## config.mk

```make
export PLATFORM = sky130hd
export DESIGN_NAME = mac_statistics_increment_pulses
export DESIGN_NICKNAME = d
export VERILOG_FILES = /design/src/rtl/mac_statistics_increment_pulses.v
export VERILOG_INCLUDE_DIRS = /design/src /design/src/rtl
export SDC_FILE = /design/constraint.sdc
export NUM_CORES = 1
export LEC_CHECK = 0
export BUFFER_PORTS_ARGS = -buffer_cell sky130_fd_sc_hd__buf_2
export CORE_ASPECT_RATIO = 1.1
export CORE_UTILIZATION = 50
export DETAILED_ROUTE_END_ITERATION = 12
export MAX_ROUTING_LAYER = met4
export PLACE_DENSITY_LB_ADDON = 0.25
export RECOVER_POWER = 25
export SLEW_MARGIN = 20
export SYNTH_ARGS = -nofsm -noshare
export SYNTH_HDL_FRONTEND = slang
export SYNTH_HIERARCHICAL = 1
export SYNTH_SLANG_ARGS = --single-unit
```

## constraint.sdc

```tcl
create_clock -name clk_sys -period 1 [get_ports clk_sys]
set_input_delay 0.15 -clock clk_sys [delete_from_list [all_inputs] [get_ports clk_sys]]
set_output_delay 0.15 -clock clk_sys [all_outputs]
set_load 0.02 [all_outputs]
```

## src/rtl/stat_inc_defs.vh

```
// Constants for the statistics increment pulse logic
`ifndef STAT_INC_DEFS_VH
`define STAT_INC_DEFS_VH

// ==========================================================
// Frame length thresholds in bytes
`define LEN_W           16
`define LEN_64          16'h0040
`define LEN_127         16'h007F
`define LEN_255         16'h00FF
`define LEN_511         16'h01FF
`define LEN_1023        16'h03FF
`define LEN_1518        16'h05EE
`define MAX_LEN_RESET   16'h05EE

// ==========================================================
// Bit positions in the increment vector
`define INC_W           23
`define INC_64          0
`define INC_127         1
`define INC_255         2
`define INC_511         3
`define INC_1023        4
`define INC_1518        5
`define INC_MAX         6
`define INC_OVER        7
`define INC_MDATA_ERR   8
`define INC_MDATA_OK    9
`define INC_BDATA_ERR   10
`define INC_BDATA_OK    11
`define INC_UDATA_ERR   12
`define INC_UDATA_OK    13
`define INC_MVALID      14
`define INC_BVALID      15
`define INC_UVALID      16
`define INC_PAUSE       17
`define INC_FCS         18
`define INC_FRAGMENT    19
`define INC_JABBER      20
`define INC_SIZEOK_FCS  21
`define INC_RUNT        22

`endif

```

## src/rtl/mac_statistics_increment_pulses.v

```verilog
// Frame classification into one-cycle statistics increment pulses
// How it works
// - TX errored multicast non-control frame gives one-cycle multicast-error pulse.
// - TX good multicast non-control frame gives one-cycle multicast-good-data pulse.
// - TX errored broadcast non-control frame gives one-cycle broadcast-error pulse.
// - TX good broadcast non-control frame gives one-cycle broadcast-good-data pulse.
// - TX errored unicast non-control frame gives one-cycle unicast-error pulse.
// - TX good unicast non-control frame gives one-cycle unicast-good-data pulse.
// - TX good multicast, broadcast, unicast pulses, control frames included.
// - TX good pause frame gives one-cycle pause pulse.
// - TX frame with check sequence error gives one-cycle error pulse.
// - TX frame under 64 bytes with CRC error gives fragment pulse.
// - TX oversized frame with CRC error gives jabber pulse.
// - TX valid-length frame with check error gives size-ok-error pulse.
// - RX runt packet gives one-cycle runt pulse.
// - RX frame pulses its one size bucket, 64 up to 1518 bytes.
// - RX frame of configured maximum size gives maximum-size pulse.
// - RX frame longer than maximum gives oversize pulse.
// - RX errored multicast non-control frame gives multicast-error pulse.
// - RX good multicast non-control frame gives multicast-good-data pulse.
// - RX errored broadcast or unicast non-control frame gives its error pulse.
// - RX good broadcast non-control frame gives broadcast-good-data pulse.
// - RX good unicast non-control frame gives unicast-good-data pulse.
// - RX good multicast and broadcast pulses, control frames included.
// - TX and RX pulses are both synchronous to the one clock, clk_sys.
// - TX frame pulses its size bucket, maximum-size or oversize.
// - Pulses are top-level outputs, also usable by counter registers.
`timescale 1ns/1ps
`include "stat_inc_defs.vh"

// ==========================================================
// Classifier shared by the TX and RX paths
module frame_classifier
(
  input  wire                  clk_sys,
  input  wire                  reset_n,
  // Frame-end descriptor
  input  wire                  done,
  input  wire [`LEN_W-1:0]     len,
  input  wire                  err,
  input  wire                  mcast,
  input  wire                  bcast,
  input  wire                  ctrl,
  input  wire                  pause,
  // Configured maximum, same clock
  input  wire [`LEN_W-1:0]     max_len,
  // One bit per statistic
  output reg  [`INC_W-1:0]     inc_r
);

  reg  [`INC_W-1:0] inc_nxt;
  // Destination class
  wire              is_bcast;
  wire              is_mcast;
  wire              is_ucast;
  // Frame qualifiers
  wire              good;
  wire              data;
  wire              short;
  wire              over;
  wire              at_max;
  // Shared length thresholds
  wire              above_64;
  wire              above_127;
  wire              above_255;
  wire              above_511;
  wire              above_1023;
  wire              above_1518;
  // Length buckets
  wire              in_64;
  wire              in_127;
  wire              in_255;
  wire              in_511;
  wire              in_1023;
  wire              in_1518;
  // Class against error
  wire              mdata_err;
  wire              mdata_ok;
  wire              bdata_err;
  wire              bdata_ok;
  wire              udata_err;
  wire              udata_ok;
  wire              mvalid;
  wire              bvalid;
  wire              uvalid;
  // Error classes by length
  wire              pause_ok;
  wire              fragment;
  wire              jabber;
  wire              sizeok_err;

  // ==========================================================
  // Destination class
  // Broadcast also carries the group bit; counted as broadcast only
  assign is_bcast = bcast;
  assign is_mcast = mcast & ~bcast;
  assign is_ucast = ~mcast & ~bcast;

  // ==========================================================
  // Frame qualifiers
  assign good   = ~err;
  assign data   = ~ctrl;
  assign short  = (len < `LEN_64);
  assign over   = (len > max_len);
  // Not exclusive: the maximum may share a cycle with a bucket
  assign at_max = (len == max_len);

  // ==========================================================
  // Length buckets
  // Each threshold is compared once; 127 to 1023 are shared by two neighbours
  assign above_64   = (len > `LEN_64);
  assign above_127  = (len > `LEN_127);
  assign above_255  = (len > `LEN_255);
  assign above_511  = (len > `LEN_511);
  assign above_1023 = (len > `LEN_1023);
  assign above_1518 = (len > `LEN_1518);
  // Below 64 or past 1518 no bucket fires at all
  assign in_64   = (len == `LEN_64);
  assign in_127  = above_64   & ~above_127;
  assign in_255  = above_127  & ~above_255;
  assign in_511  = above_255  & ~above_511;
  assign in_1023 = above_511  & ~above_1023;
  assign in_1518 = above_1023 & ~above_1518;

  // ==========================================================
  // Class against error
  // The data set leaves control frames out
  assign mdata_err = is_mcast & err  & data;
  assign mdata_ok  = is_mcast & good & data;
  assign bdata_err = is_bcast & err  & data;
  assign bdata_ok  = is_bcast & good & data;
  assign udata_err = is_ucast & err  & data;
  assign udata_ok  = is_ucast & good & data;
  // The valid set counts control frames as well
  assign mvalid    = is_mcast & good;
  assign bvalid    = is_bcast & good;
  assign uvalid    = is_ucast & good;

  // ==========================================================
  // Error classes by length
  assign pause_ok   = pause & good;
  assign fragment   = short & err;
  assign jabber     = over & err;
  // Fragment and jabber take the two ends, this the middle
  assign sizeok_err = ~short & ~over & err;

  // ==========================================================
  // Gather; the vector stays quiet unless a frame ends
  always @*
  begin
    inc_nxt = {`INC_W{1'b0}};
    if (done)
    begin
      // Size buckets are disjoint so at most one fires
      inc_nxt[`INC_64]         = in_64;
      inc_nxt[`INC_127]        = in_127;
      inc_nxt[`INC_255]        = in_255;
      inc_nxt[`INC_511]        = in_511;
      inc_nxt[`INC_1023]       = in_1023;
      inc_nxt[`INC_1518]       = in_1518;
      inc_nxt[`INC_MAX]        = at_max;
      inc_nxt[`INC_OVER]       = over;
      inc_nxt[`INC_MDATA_ERR]  = mdata_err;
      inc_nxt[`INC_MDATA_OK]   = mdata_ok;
      inc_nxt[`INC_BDATA_ERR]  = bdata_err;
      inc_nxt[`INC_BDATA_OK]   = bdata_ok;
      inc_nxt[`INC_UDATA_ERR]  = udata_err;
      inc_nxt[`INC_UDATA_OK]   = udata_ok;
      inc_nxt[`INC_MVALID]     = mvalid;
      inc_nxt[`INC_BVALID]     = bvalid;
      inc_nxt[`INC_UVALID]     = uvalid;
      inc_nxt[`INC_PAUSE]      = pause_ok;
      inc_nxt[`INC_FCS]        = err;
      inc_nxt[`INC_FRAGMENT]   = fragment;
      inc_nxt[`INC_JABBER]     = jabber;
      inc_nxt[`INC_SIZEOK_FCS] = sizeok_err;
      // Runt counted on length alone; fragment also needs a bad CRC
      inc_nxt[`INC_RUNT]       = short;
    end
  end

  // Registered every cycle: each frame end sets its bits for exactly one cycle
  always @(posedge clk_sys or negedge reset_n)
  begin
    if (!reset_n)
      inc_r <= {`INC_W{1'b0}};
    else
      inc_r <= inc_nxt;
  end

endmodule

// ==========================================================
// Top level: TX and RX increment vectors
module mac_statistics_increment_pulses
(
  input  wire                  clk_sys,
  input  wire                  reset_n,
  input  wire [`LEN_W-1:0]     max_frame_len,
  // TX frame-end descriptor
  input  wire                  tx_frame_done,
  input  wire [`LEN_W-1:0]     tx_frame_len,
  input  wire                  tx_frame_err,
  input  wire                  tx_dest_mcast,
  input  wire                  tx_dest_bcast,
  input  wire                  tx_frame_ctrl,
  input  wire                  tx_frame_pause,
  // RX frame-end descriptor
  input  wire                  rx_frame_done,
  input  wire [`LEN_W-1:0]     rx_frame_len,
  input  wire                  rx_frame_err,
  input  wire                  rx_dest_mcast,
  input  wire                  rx_dest_bcast,
  input  wire                  rx_frame_ctrl,
  // TX increment pulses
  output wire                  tx_inc_64,
  output wire                  tx_inc_127,
  output wire                  tx_inc_255,
  output wire                  tx_inc_511,
  output wire                  tx_inc_1023,
  output wire                  tx_inc_1518,
  output wire                  tx_inc_max,
  output wire                  tx_inc_over,
  output wire                  tx_inc_mcast_data_err,
  output wire                  tx_inc_mcast_data_ok,
  output wire                  tx_inc_bcast_data_err,
  output wire                  tx_inc_bcast_data_ok,
  output wire                  tx_inc_ucast_data_err,
  output wire                  tx_inc_ucast_data_ok,
  output wire                  tx_inc_mcast_ctrl,
  output wire                  tx_inc_bcast_ctrl,
  output wire                  tx_inc_ucast_ctrl,
  output wire                  tx_inc_pause,
  output wire                  tx_inc_fcs_err,
  output wire                  tx_inc_fragment,
  output wire                  tx_inc_jabber,
  output wire                  tx_inc_sizeok_fcser,
  // RX increment pulses
  output wire                  rx_inc_runt,
  output wire                  rx_inc_64,
  output wire                  rx_inc_127,
  output wire                  rx_inc_255,
  output wire                  rx_inc_511,
  output wire                  rx_inc_1023,
  output wire                  rx_inc_1518,
  output wire                  rx_inc_max,
  output wire                  rx_inc_over,
  output wire                  rx_inc_mcast_data_err,
  output wire                  rx_inc_mcast_data_ok,
  output wire                  rx_inc_bcast_data_err,
  output wire                  rx_inc_bcast_data_ok,
  output wire                  rx_inc_ucast_data_err,
  output wire                  rx_inc_ucast_data_ok,
  output wire                  rx_inc_mcast_ctrl,
  output wire                  rx_inc_bcast_ctrl
);

  wire [`INC_W-1:0] tx_inc;
  wire [`INC_W-1:0] rx_inc;

  // ==========================================================
  // Classifiers; one clock here, so both sets share clk_sys
  frame_classifier u_tx_class
  (
    .clk_sys (clk_sys),
    .reset_n (reset_n),
    .done    (tx_frame_done),
    .len     (tx_frame_len),
    .err     (tx_frame_err),
    .mcast   (tx_dest_mcast),
    .bcast   (tx_dest_bcast),
    .ctrl    (tx_frame_ctrl),
    .pause   (tx_frame_pause),
    .max_len (max_frame_len),
    .inc_r   (tx_inc)
  );

  // Pause pulses are not part of the RX set handled here
  frame_classifier u_rx_class
  (
    .clk_sys (clk_sys),
    .reset_n (reset_n),
    .done    (rx_frame_done),
    .len     (rx_frame_len),
    .err     (rx_frame_err),
    .mcast   (rx_dest_mcast),
    .bcast   (rx_dest_bcast),
    .ctrl    (rx_frame_ctrl),
    .pause   (1'b0),
    .max_len (max_frame_len),
    .inc_r   (rx_inc)
  );

  // ==========================================================
  // Vector to named outputs; counter registers may tap the same wires
  assign tx_inc_64             = tx_inc[`INC_64];
  assign tx_inc_127            = tx_inc[`INC_127];
  assign tx_inc_255            = tx_inc[`INC_255];
  assign tx_inc_511            = tx_inc[`INC_511];
  assign tx_inc_1023           = tx_inc[`INC_1023];
  assign tx_inc_1518           = tx_inc[`INC_1518];
  assign tx_inc_max            = tx_inc[`INC_MAX];
  assign tx_inc_over           = tx_inc[`INC_OVER];

  // ==========================================================
  // TX class set
  assign tx_inc_mcast_data_err = tx_inc[`INC_MDATA_ERR];
  assign tx_inc_mcast_data_ok  = tx_inc[`INC_MDATA_OK];
  assign tx_inc_bcast_data_err = tx_inc[`INC_BDATA_ERR];
  assign tx_inc_bcast_data_ok  = tx_inc[`INC_BDATA_OK];
  assign tx_inc_ucast_data_err = tx_inc[`INC_UDATA_ERR];
  assign tx_inc_ucast_data_ok  = tx_inc[`INC_UDATA_OK];
  assign tx_inc_mcast_ctrl     = tx_inc[`INC_MVALID];
  assign tx_inc_bcast_ctrl     = tx_inc[`INC_BVALID];
  assign tx_inc_ucast_ctrl     = tx_inc[`INC_UVALID];

  // ==========================================================
  // TX error and pause set
  assign tx_inc_pause          = tx_inc[`INC_PAUSE];
  assign tx_inc_fcs_err        = tx_inc[`INC_FCS];
  assign tx_inc_fragment       = tx_inc[`INC_FRAGMENT];
  assign tx_inc_jabber         = tx_inc[`INC_JABBER];
  assign tx_inc_sizeok_fcser   = tx_inc[`INC_SIZEOK_FCS];

  // ==========================================================
  // RX size set
  assign rx_inc_runt           = rx_inc[`INC_RUNT];
  assign rx_inc_64             = rx_inc[`INC_64];
  assign rx_inc_127            = rx_inc[`INC_127];
  assign rx_inc_255            = rx_inc[`INC_255];
  assign rx_inc_511            = rx_inc[`INC_511];
  assign rx_inc_1023           = rx_inc[`INC_1023];
  assign rx_inc_1518           = rx_inc[`INC_1518];
  assign rx_inc_max            = rx_inc[`INC_MAX];
  assign rx_inc_over           = rx_inc[`INC_OVER];

  // ==========================================================
  // RX class set
  assign rx_inc_mcast_data_err = rx_inc[`INC_MDATA_ERR];
  assign rx_inc_mcast_data_ok  = rx_inc[`INC_MDATA_OK];
  assign rx_inc_bcast_data_err = rx_inc[`INC_BDATA_ERR];
  assign rx_inc_bcast_data_ok  = rx_inc[`INC_BDATA_OK];
  assign rx_inc_ucast_data_err = rx_inc[`INC_UDATA_ERR];
  assign rx_inc_ucast_data_ok  = rx_inc[`INC_UDATA_OK];
  assign rx_inc_mcast_ctrl     = rx_inc[`INC_MVALID];
  assign rx_inc_bcast_ctrl     = rx_inc[`INC_BVALID];

endmodule

```

After elaboration in Yosys (flattened, before gate mapping)
Cells that the tools add are included.

Register bits after elaboration: 45. Input bits: 61. Output and inout port bits: 39. Word-level logic and storage cells: 93.

Magnitude comparators: 16. Eq/ne operators: 4. Mux-type cells: 2. Bitwise logic cells: 69.

Operators with widths (count): > comparator 16 x 7 -> 1 bit (second input constant) (4); bitwise AND 1 bit (47); == test 16 bit (2); == test 16 x 7 -> 1 bit (second input constant) (2); > comparator 16 x 10 -> 1 bit (second input constant) (2); > comparator 16 x 11 -> 1 bit (second input constant) (2); > comparator 16 bit (2); > comparator 16 x 8 -> 1 bit (second input constant) (2); > comparator 16 x 9 -> 1 bit (second input constant) (2); less-than comparator 16 x 7 -> 1 bit (second input constant) (2); two-way mux 23 bit (1); two-way mux 22 bit (1); NOT 1 bit (22).

Logic depth before layout (Yosys ltp)
Gate-level depths: netlist of the first run.

Depth after elaboration: 5. Mapped depth: 7. Depth with buffers taken out: 7.

Modules after synthesis
The synthesis of the first run kept the hierarchy.

Modules (own cells, without submodules): frame_classifier (times used 2, cells an instance 122, area each 1257.5 µm², seq. area each 575.6 µm²); mac_statistics_increment_pulses (times used 1, cells an instance 1, area each 3.8 µm², seq. area each 0.0 µm²).

Least setup slack after synthesis of the first run
OpenSTA, ideal clock, no wires.

Path type: input to register. Start: input port rx_frame_len[13]. End: register u_rx_class.inc_r[1]. Library setup time: 0.069 ns. Arrival: 1.442 ns. Required time: 0.931 ns. Path slack: -0.511 ns. Cell stages on the path: 5. Buffers on the path: 0. Cells stage by stage: or4_4 -> or3b_4 -> nor2_4 -> nand4b_2 -> nor2b_2.

Word-level cells in the longest chain between the ends: 4. Elaborated cells between the ends (all ways): 5. Those cells by class: order compare: 2; mux: 1; bitwise: 2.

Ends and longest elaborated chain: start: declaration (RTL line mac_statistics_increment_pulses.v:210) `` input wire [`LEN_W-1:0] rx_frame_len, ``; > comparator 16 x 7 -> 1 bit (no line); NOT 1 bit (RTL line mac_statistics_increment_pulses.v:119) `assign in_127 = above_64 & ~above_127;`; bitwise AND 1 bit (*) (RTL line mac_statistics_increment_pulses.v:119); two-way mux 23 bit (*) (RTL line mac_statistics_increment_pulses.v:152) `if (done)`; named net u_rx_class.inc_nxt[1] (RTL line mac_statistics_increment_pulses.v:51) `` reg [`INC_W-1:0] inc_nxt; ``; end signal: assignment (RTL line mac_statistics_increment_pulses.v:186) `` inc_r <= {`INC_W{1'b0}}; ``; end signal: assignment (RTL line mac_statistics_increment_pulses.v:188) `inc_r <= inc_nxt;`; end: declaration (RTL line mac_statistics_increment_pulses.v:48) `` output reg [`INC_W-1:0] inc_r ``.

The timed path passes the listed nets; every way through them passes the cells marked *.

Final worst setup path of the first run
Start: input port rx_frame_len[13]. End: register u_rx_class.inc_r[3].

Word-level cells in the longest chain between the ends: 4. Elaborated cells between the ends (all ways): 5. Those cells by class: order compare: 2; mux: 1; bitwise: 2.

Ends and longest elaborated chain: > comparator 16 x 9 -> 1 bit (no line); NOT 1 bit (RTL line mac_statistics_increment_pulses.v:121) `assign in_511 = above_255 & ~above_511;`; bitwise AND 1 bit (*) (RTL line mac_statistics_increment_pulses.v:121); two-way mux 23 bit (*) (RTL line mac_statistics_increment_pulses.v:152); named net u_rx_class.inc_nxt[3] (RTL line mac_statistics_increment_pulses.v:51).

Marked as above.

==> metrics.txt, run 1 <==
CP top delay family=simple AND/OR/NAND/NOR gates; CP cell instances=buf_6 > or4_4 > or3b_4 > buf_4 > nor4b_4; hpwl dp=5340 um; share of layout cells above drive strength 1=62.4%; violated checks=negative setup slack; Synth Net Count=323; number of global-route vias before repair=2,365; run status=finished with violations; die area=4880 um2; Vert. Die Dim=73.2 um; Antenna Nets Post-Route=0; Cell Rows=25; die extent in x=66.7 um; Syn-to-layout area delta=74.4%; type of origin of the critical path=primary input; MaxCap Viol Count=0; Starting DRT DRC Count=186; HP Start=tx_frame_pause; YS warnings=6; Min-Delay Endpoint=u_tx_class/inc_r[17]; I/O pins=100; Final setup viols=20; worst path buffer plus inverter count=2; Vias/cell=5.65; post-route minimum period=1.42 ns; Layout Cells excl Fill=437; placed insts=421; Vias=2,471; CP Data Required Time=1.19 ns; Clk pin slew, worst setup/hold paths=0.08 ns; first-pass GRT wire length=11,100 um; final hold vios=0; arrival time worst endpoint=1.61 ns; Leak=0.00207 uW; clock buffer count from CTS=5; CP Capture Type=flop; Pre-Repair DR Iteration Count=4; RSZ-0062 raised after global routing=true; routability cong.=0.754; TNS Setup=-6.31 ns; Initial Util=52.9%; largest net degree at the start of global routing=40; fmax=706 MHz; crit path kind=primary input to flop; gr ovfl total=0; initial antenna violation count=0; synthesized cell area=2300 um2; VDD IR max=0.856 mV; clk sinks=39; Hold Path Depth=2; TritonCTS clock tree=done; Hold Crit Class=primary input to flop; area of the core=4350 um2; Post-Syn Area per Cell=10.0 um2; PwrDens=1050 nW/um2; relative slew slack=71.1%; CP max stage delay=0.53 ns; All-Layer GR Usage=32.2%; Worst Max-Slew Pin Slew=0.428 ns; Worst path slowest cell=or4_4; setup slack at placement=-0.674 ns; Core Util, Final=92.3%; Final nets=475; final WL=8420 um; Filler Cells Inserted=149; H-tree depth=2; # DRC=0; # diodes=0; wire per inst=19.3 um; fin crit share=142%; setup ws final=-0.416 ns; Final Max Tran Viols=0; Longest Clk Path Bufs=2; IO buf count=99; Root Driver=clkbuf_8; Synth Instances=230; top fanout value on the critical path=4
[placed cells by master, fill, tap and decap left out, types with 3 or more instances in the layout]
cell type	n
buf_4	41
nand2_2	4
inv_2	10
nand2b_1	6
ha_1	10
a21oi_2	4
nor4_1	7
buf_8	3
inv_12	4
nor3_1	3
buf_6	15
clkbuf_8	6
nor2_1	15
and4_1	3
and2_4	3
inv_1	11
nor3_2	4
and2_1	8
ha_4	22
nand4_1	6
buf_2	83
inv_4	7
a21oi_1	7
nand2_1	12
dfrtp_1	39
nor4b_4	3
a21oi_4	3
[final cells by class]
class / count / area, um2 / area share [%]
flip-flops and latches: 39 / 976 / 24.3
inverters: 35 / 216 / 5.39
repair buffers: 145 / 987 / 24.6
well taps: 54 / 67.6 / 1.68
clock inverters: 2 / 35.0 / 0.873
multi-input cells: 156 / 1650 / 41.1
clock buffers: 6 / 82.6 / 2.06
[worst max-delay path by stage]
stage,startpoint,cells after the start,endpoint
CTS,rx_frame_len[13],6,u_rx_class/inc_r[0]
floorplan,tx_frame_len[13],5,u_tx_class/inc_r[1]
finish,rx_frame_len[13],5,u_rx_class/inc_r[3]
detailed placement,tx_frame_len[13],6,u_tx_class/inc_r[1]
global route,rx_frame_len[13],5,u_rx_class/inc_r[3]
global placement,tx_frame_len[13],6,u_tx_class/inc_r[1]
[report_power, final]
part           leakage [uW]  internal (uW)  switching, uW
Sequential         0.000537           1610           9.86
Combinational       0.00147            594            646
Clock             0.0000612            807            535
[timing repair]
action | 4_1_cts | 5_1_grt
endpoints found under the hold margin | 39 | 0
hold buffers | 1 | 0
setup buffers | 2 | 7
resized for setup | 14 | 44
setup endpoints to repair | 20 | 21
pin swaps | 18 | 27
[stage by stage]
stage          area [um2]  total power [uW]  hold slack (ns)
6_report             4010              4200           0.0630
5_1_grt              4010              4360           0.0666
4_1_cts              3780              4050           0.0593
3_5_place_dp         3580              2660            0.132
3_3_place_gp         3580              2600            0.127
2_1_floorplan        2700              2110           -0.146
[layer usage]
metal / track usage (%) / wire [um] / vias to the layer above
met5: - / 0 / -
met4: 15.6 / 411 / 0
met3: 6.56 / 459 / 33
met2: 57.9 / 4540 / 144
met1: 32.6 / 3020 / 1187
li1: - / - / 1107
[sequential cells by signal (all words and copies together) (netlist names)]
register	count
u_rx_class/inc_r	17
u_tx_class/inc_r	22
No activity file was read; power rests on OpenSTA's default activity.
==> inputs of run 2 (changes only) <==
--- a/config.mk
+++ b/config.mk
@@ -7,7 +7,6 @@
 export NUM_CORES = 1
 export LEC_CHECK = 0
 export BUFFER_PORTS_ARGS = -buffer_cell sky130_fd_sc_hd__buf_2
-export CORE_ASPECT_RATIO = 1.1
 export CORE_UTILIZATION = 50
 export DETAILED_ROUTE_END_ITERATION = 12
 export MAX_ROUTING_LAYER = met4
==> metrics.txt, run 2 (synthesis results as in run 1) <==
run status=finished with violations; violated checks=negative setup slack; VDD IR max=0.956 mV (+12%); Core Util, Final=90.8% (-1.5 points); Leak=0.00205 uW (-0.80%); Starting DRT DRC Count=159 (-15%); number of global-route vias before repair=2,532 (+7.1%); hpwl dp=4930 um (-7.7%); type of origin of the critical path=primary input; Syn-to-layout area delta=73.0%; Longest Clk Path Bufs=2 (unchanged); largest net degree at the start of global routing=26 (-35%); Root Driver=clkbuf_8; crit path kind=primary input to flop; biggest regs=u_tx_class/inc_r x22, u_rx_class/inc_r x17; H-tree depth=2 (unchanged); Cell Rows=24 (-4.0%); die extent in x=69.8 um (+4.7%); arrival time worst endpoint=1.63 ns (+0.02 ns); wire per inst=20.4 um (+6.0%); share of layout cells above drive strength 1=60.6% (-1.8 points); # DRC=0 (unchanged); area of the core=4380 um2 (+0.83%); Int Pwr=3160 uW (+5.0%); fin crit share=140% (-1.5 points); TritonCTS clock tree=done; Vert. Die Dim=69.8 um (-4.5%); clock share of power=35.9% (+3.9 points); post-route minimum period=1.40 ns (-0.0151 ns); P_sw=1230 uW (+3.6%); Largest register FFs=22 (unchanged); Initial Util=52.5% (-0.44 points); most frequent cells in the layout=buf_2 (78), dfrtp_1 (39), buf_4 (36); # diodes=0 (unchanged); PwrDens=1100 nW/um2 (+5.5%); IO buf count=99 (unchanged); final WL=8850 um (+5.1%); CP Capture Type=flop; final hold vios=0 (unchanged); clk sinks=39 (unchanged); Worst Max-Slew Pin Slew=0.417 ns (-0.0107 ns); CP Data Required Time=1.23 ns (+0.04 ns); Pre-Repair DR Iteration Count=4 (unchanged); Vias/cell=5.88 (+4.0%); Final setup viols=20 (unchanged); clock buffer count from CTS=5 (unchanged); Vias=2,546 (+3.0%); switching share of power=28.1% (-0.27 points); first-pass GRT wire length=12,000 um (+7.8%); I/O pins=100 (unchanged); Filler Cells Inserted=185 (+24%); Final nets=473 (-0.42%); commonest non-fill, non-tap cell in the layout=buf_2; Hold Crit Class=primary input to flop; MaxCap Viol Count=0 (unchanged); setup ws final=-0.401 ns (+0.0151 ns); Antenna Nets Post-Route=0 (unchanged); Design Power=4390 uW (+4.6%); Final Max Tran Viols=0 (unchanged); routability cong.=0.840 (+11%); fmax=714 MHz (+1.1%); Gate power share=27.3% (-2.2 points); Flop pwr share=36.8% (-1.7 points); gr ovfl total=0 (unchanged); relative slew slack=71.9% (+0.86 points); Clk pin slew, worst setup/hold paths=0.07 ns (about the same); top fanout value on the critical path=4 (unchanged); Layout Cells excl Fill=433 (-0.92%); Biggest register=u_tx_class/inc_r; placed insts=417 (-0.95%); RSZ-0062 raised after global routing=true; initial antenna violation count=0 (unchanged); All-Layer GR Usage=33.0% (+0.83 points); die area=4880 um2 (about the same)
## run 2: cell count changes in the layout (fill, tap and decap cells not counted), moves of 3 or more
| cell | previous run | this run |
|---|---|---|
| a21oi_4 | 3 | 0 |
| buf_2 | 83 | 78 |
| buf_4 | 41 | 36 |
| buf_6 | 15 | 25 |
| buf_8 | 3 | 0 |
## run 2: timing repair
item | in CTS | in global routing
hold endpoints to repair | 14 | 0
hold buffers | 1 | 0
buffers inserted | 3 | 5
gates resized for setup | 31 | 25
gates cloned | 0 | 0
pin swaps | 17 | 10
endpoints found under the setup margin | 20 | 27
## run 2: area by class of cell
class / instances / area [um2] / area share [%]
inverter: 35 / 214 / 5.37
timing repair buffer: 143 / 980 / 24.6
clock buffer: 5 / 68.8 / 1.73
multi-input combinational: 156 / 1610 / 40.4
tap: 52 / 65.1 / 1.63
clock inverter: 3 / 67.6 / 1.70
sequential: 39 / 976 / 24.5
## run 2: critical path, stage by stage
cell	delay, ns
buf_6	0.09
or4_4	0.55
or3b_4	0.44
nor2_4	0.15
nand4b_4	0.12
nor2_1	0.12
## run 2: layer usage
metal,share of wire (%),vias up,global-route usage (%),wire length (um)
met5,0,-,-,0
met4,5.5,0,14.7,485
met3,6.5,51,5.52,577
met2,52,158,59.2,4630
met1,36,1225,35.5,3160
li1,-,1112,-,-
## run 2: worst paths after layout
kind                                  start  slack [ns]                    to  cells past startpoint
min                          tx_frame_pause        0.06  u_tx_class/inc_r[17]                      2
max                        tx_frame_len[13]       -0.40   u_tx_class/inc_r[0]                      6
min in group asynchronous           reset_n        0.28   u_tx_class/inc_r[8]                      2
max in group asynchronous           reset_n        0.25  u_rx_class/inc_r[11]                      3
## run 2: per-stage QoR
stage	area, um2	hold slack [ns]	TNS (ns)	setup WS, ns
final	3980	0.0571	-6.23	-0.401
after global routing	3980	0.0558	-6.75	-0.441
after CTS	3850	0.0520	-4.81	-0.348
after detailed placement	3560	0.0788	-11.24	-0.683
after global placement	3560	0.0694	-10.55	-0.649
after floorplan	2700	-0.146	-6.25	-0.487
## run 2: power by group through the flow
stage / clock network, uW / logic, uW / registers (uW)
floorplan: 0 / 423 / 1690
global placement: 0 / 946 / 1640
detailed placement: 0 / 1000 / 1640
CTS: 1580 / 1090 / 1610
global route: 1630 / 1280 / 1620
finish: 1580 / 1200 / 1620
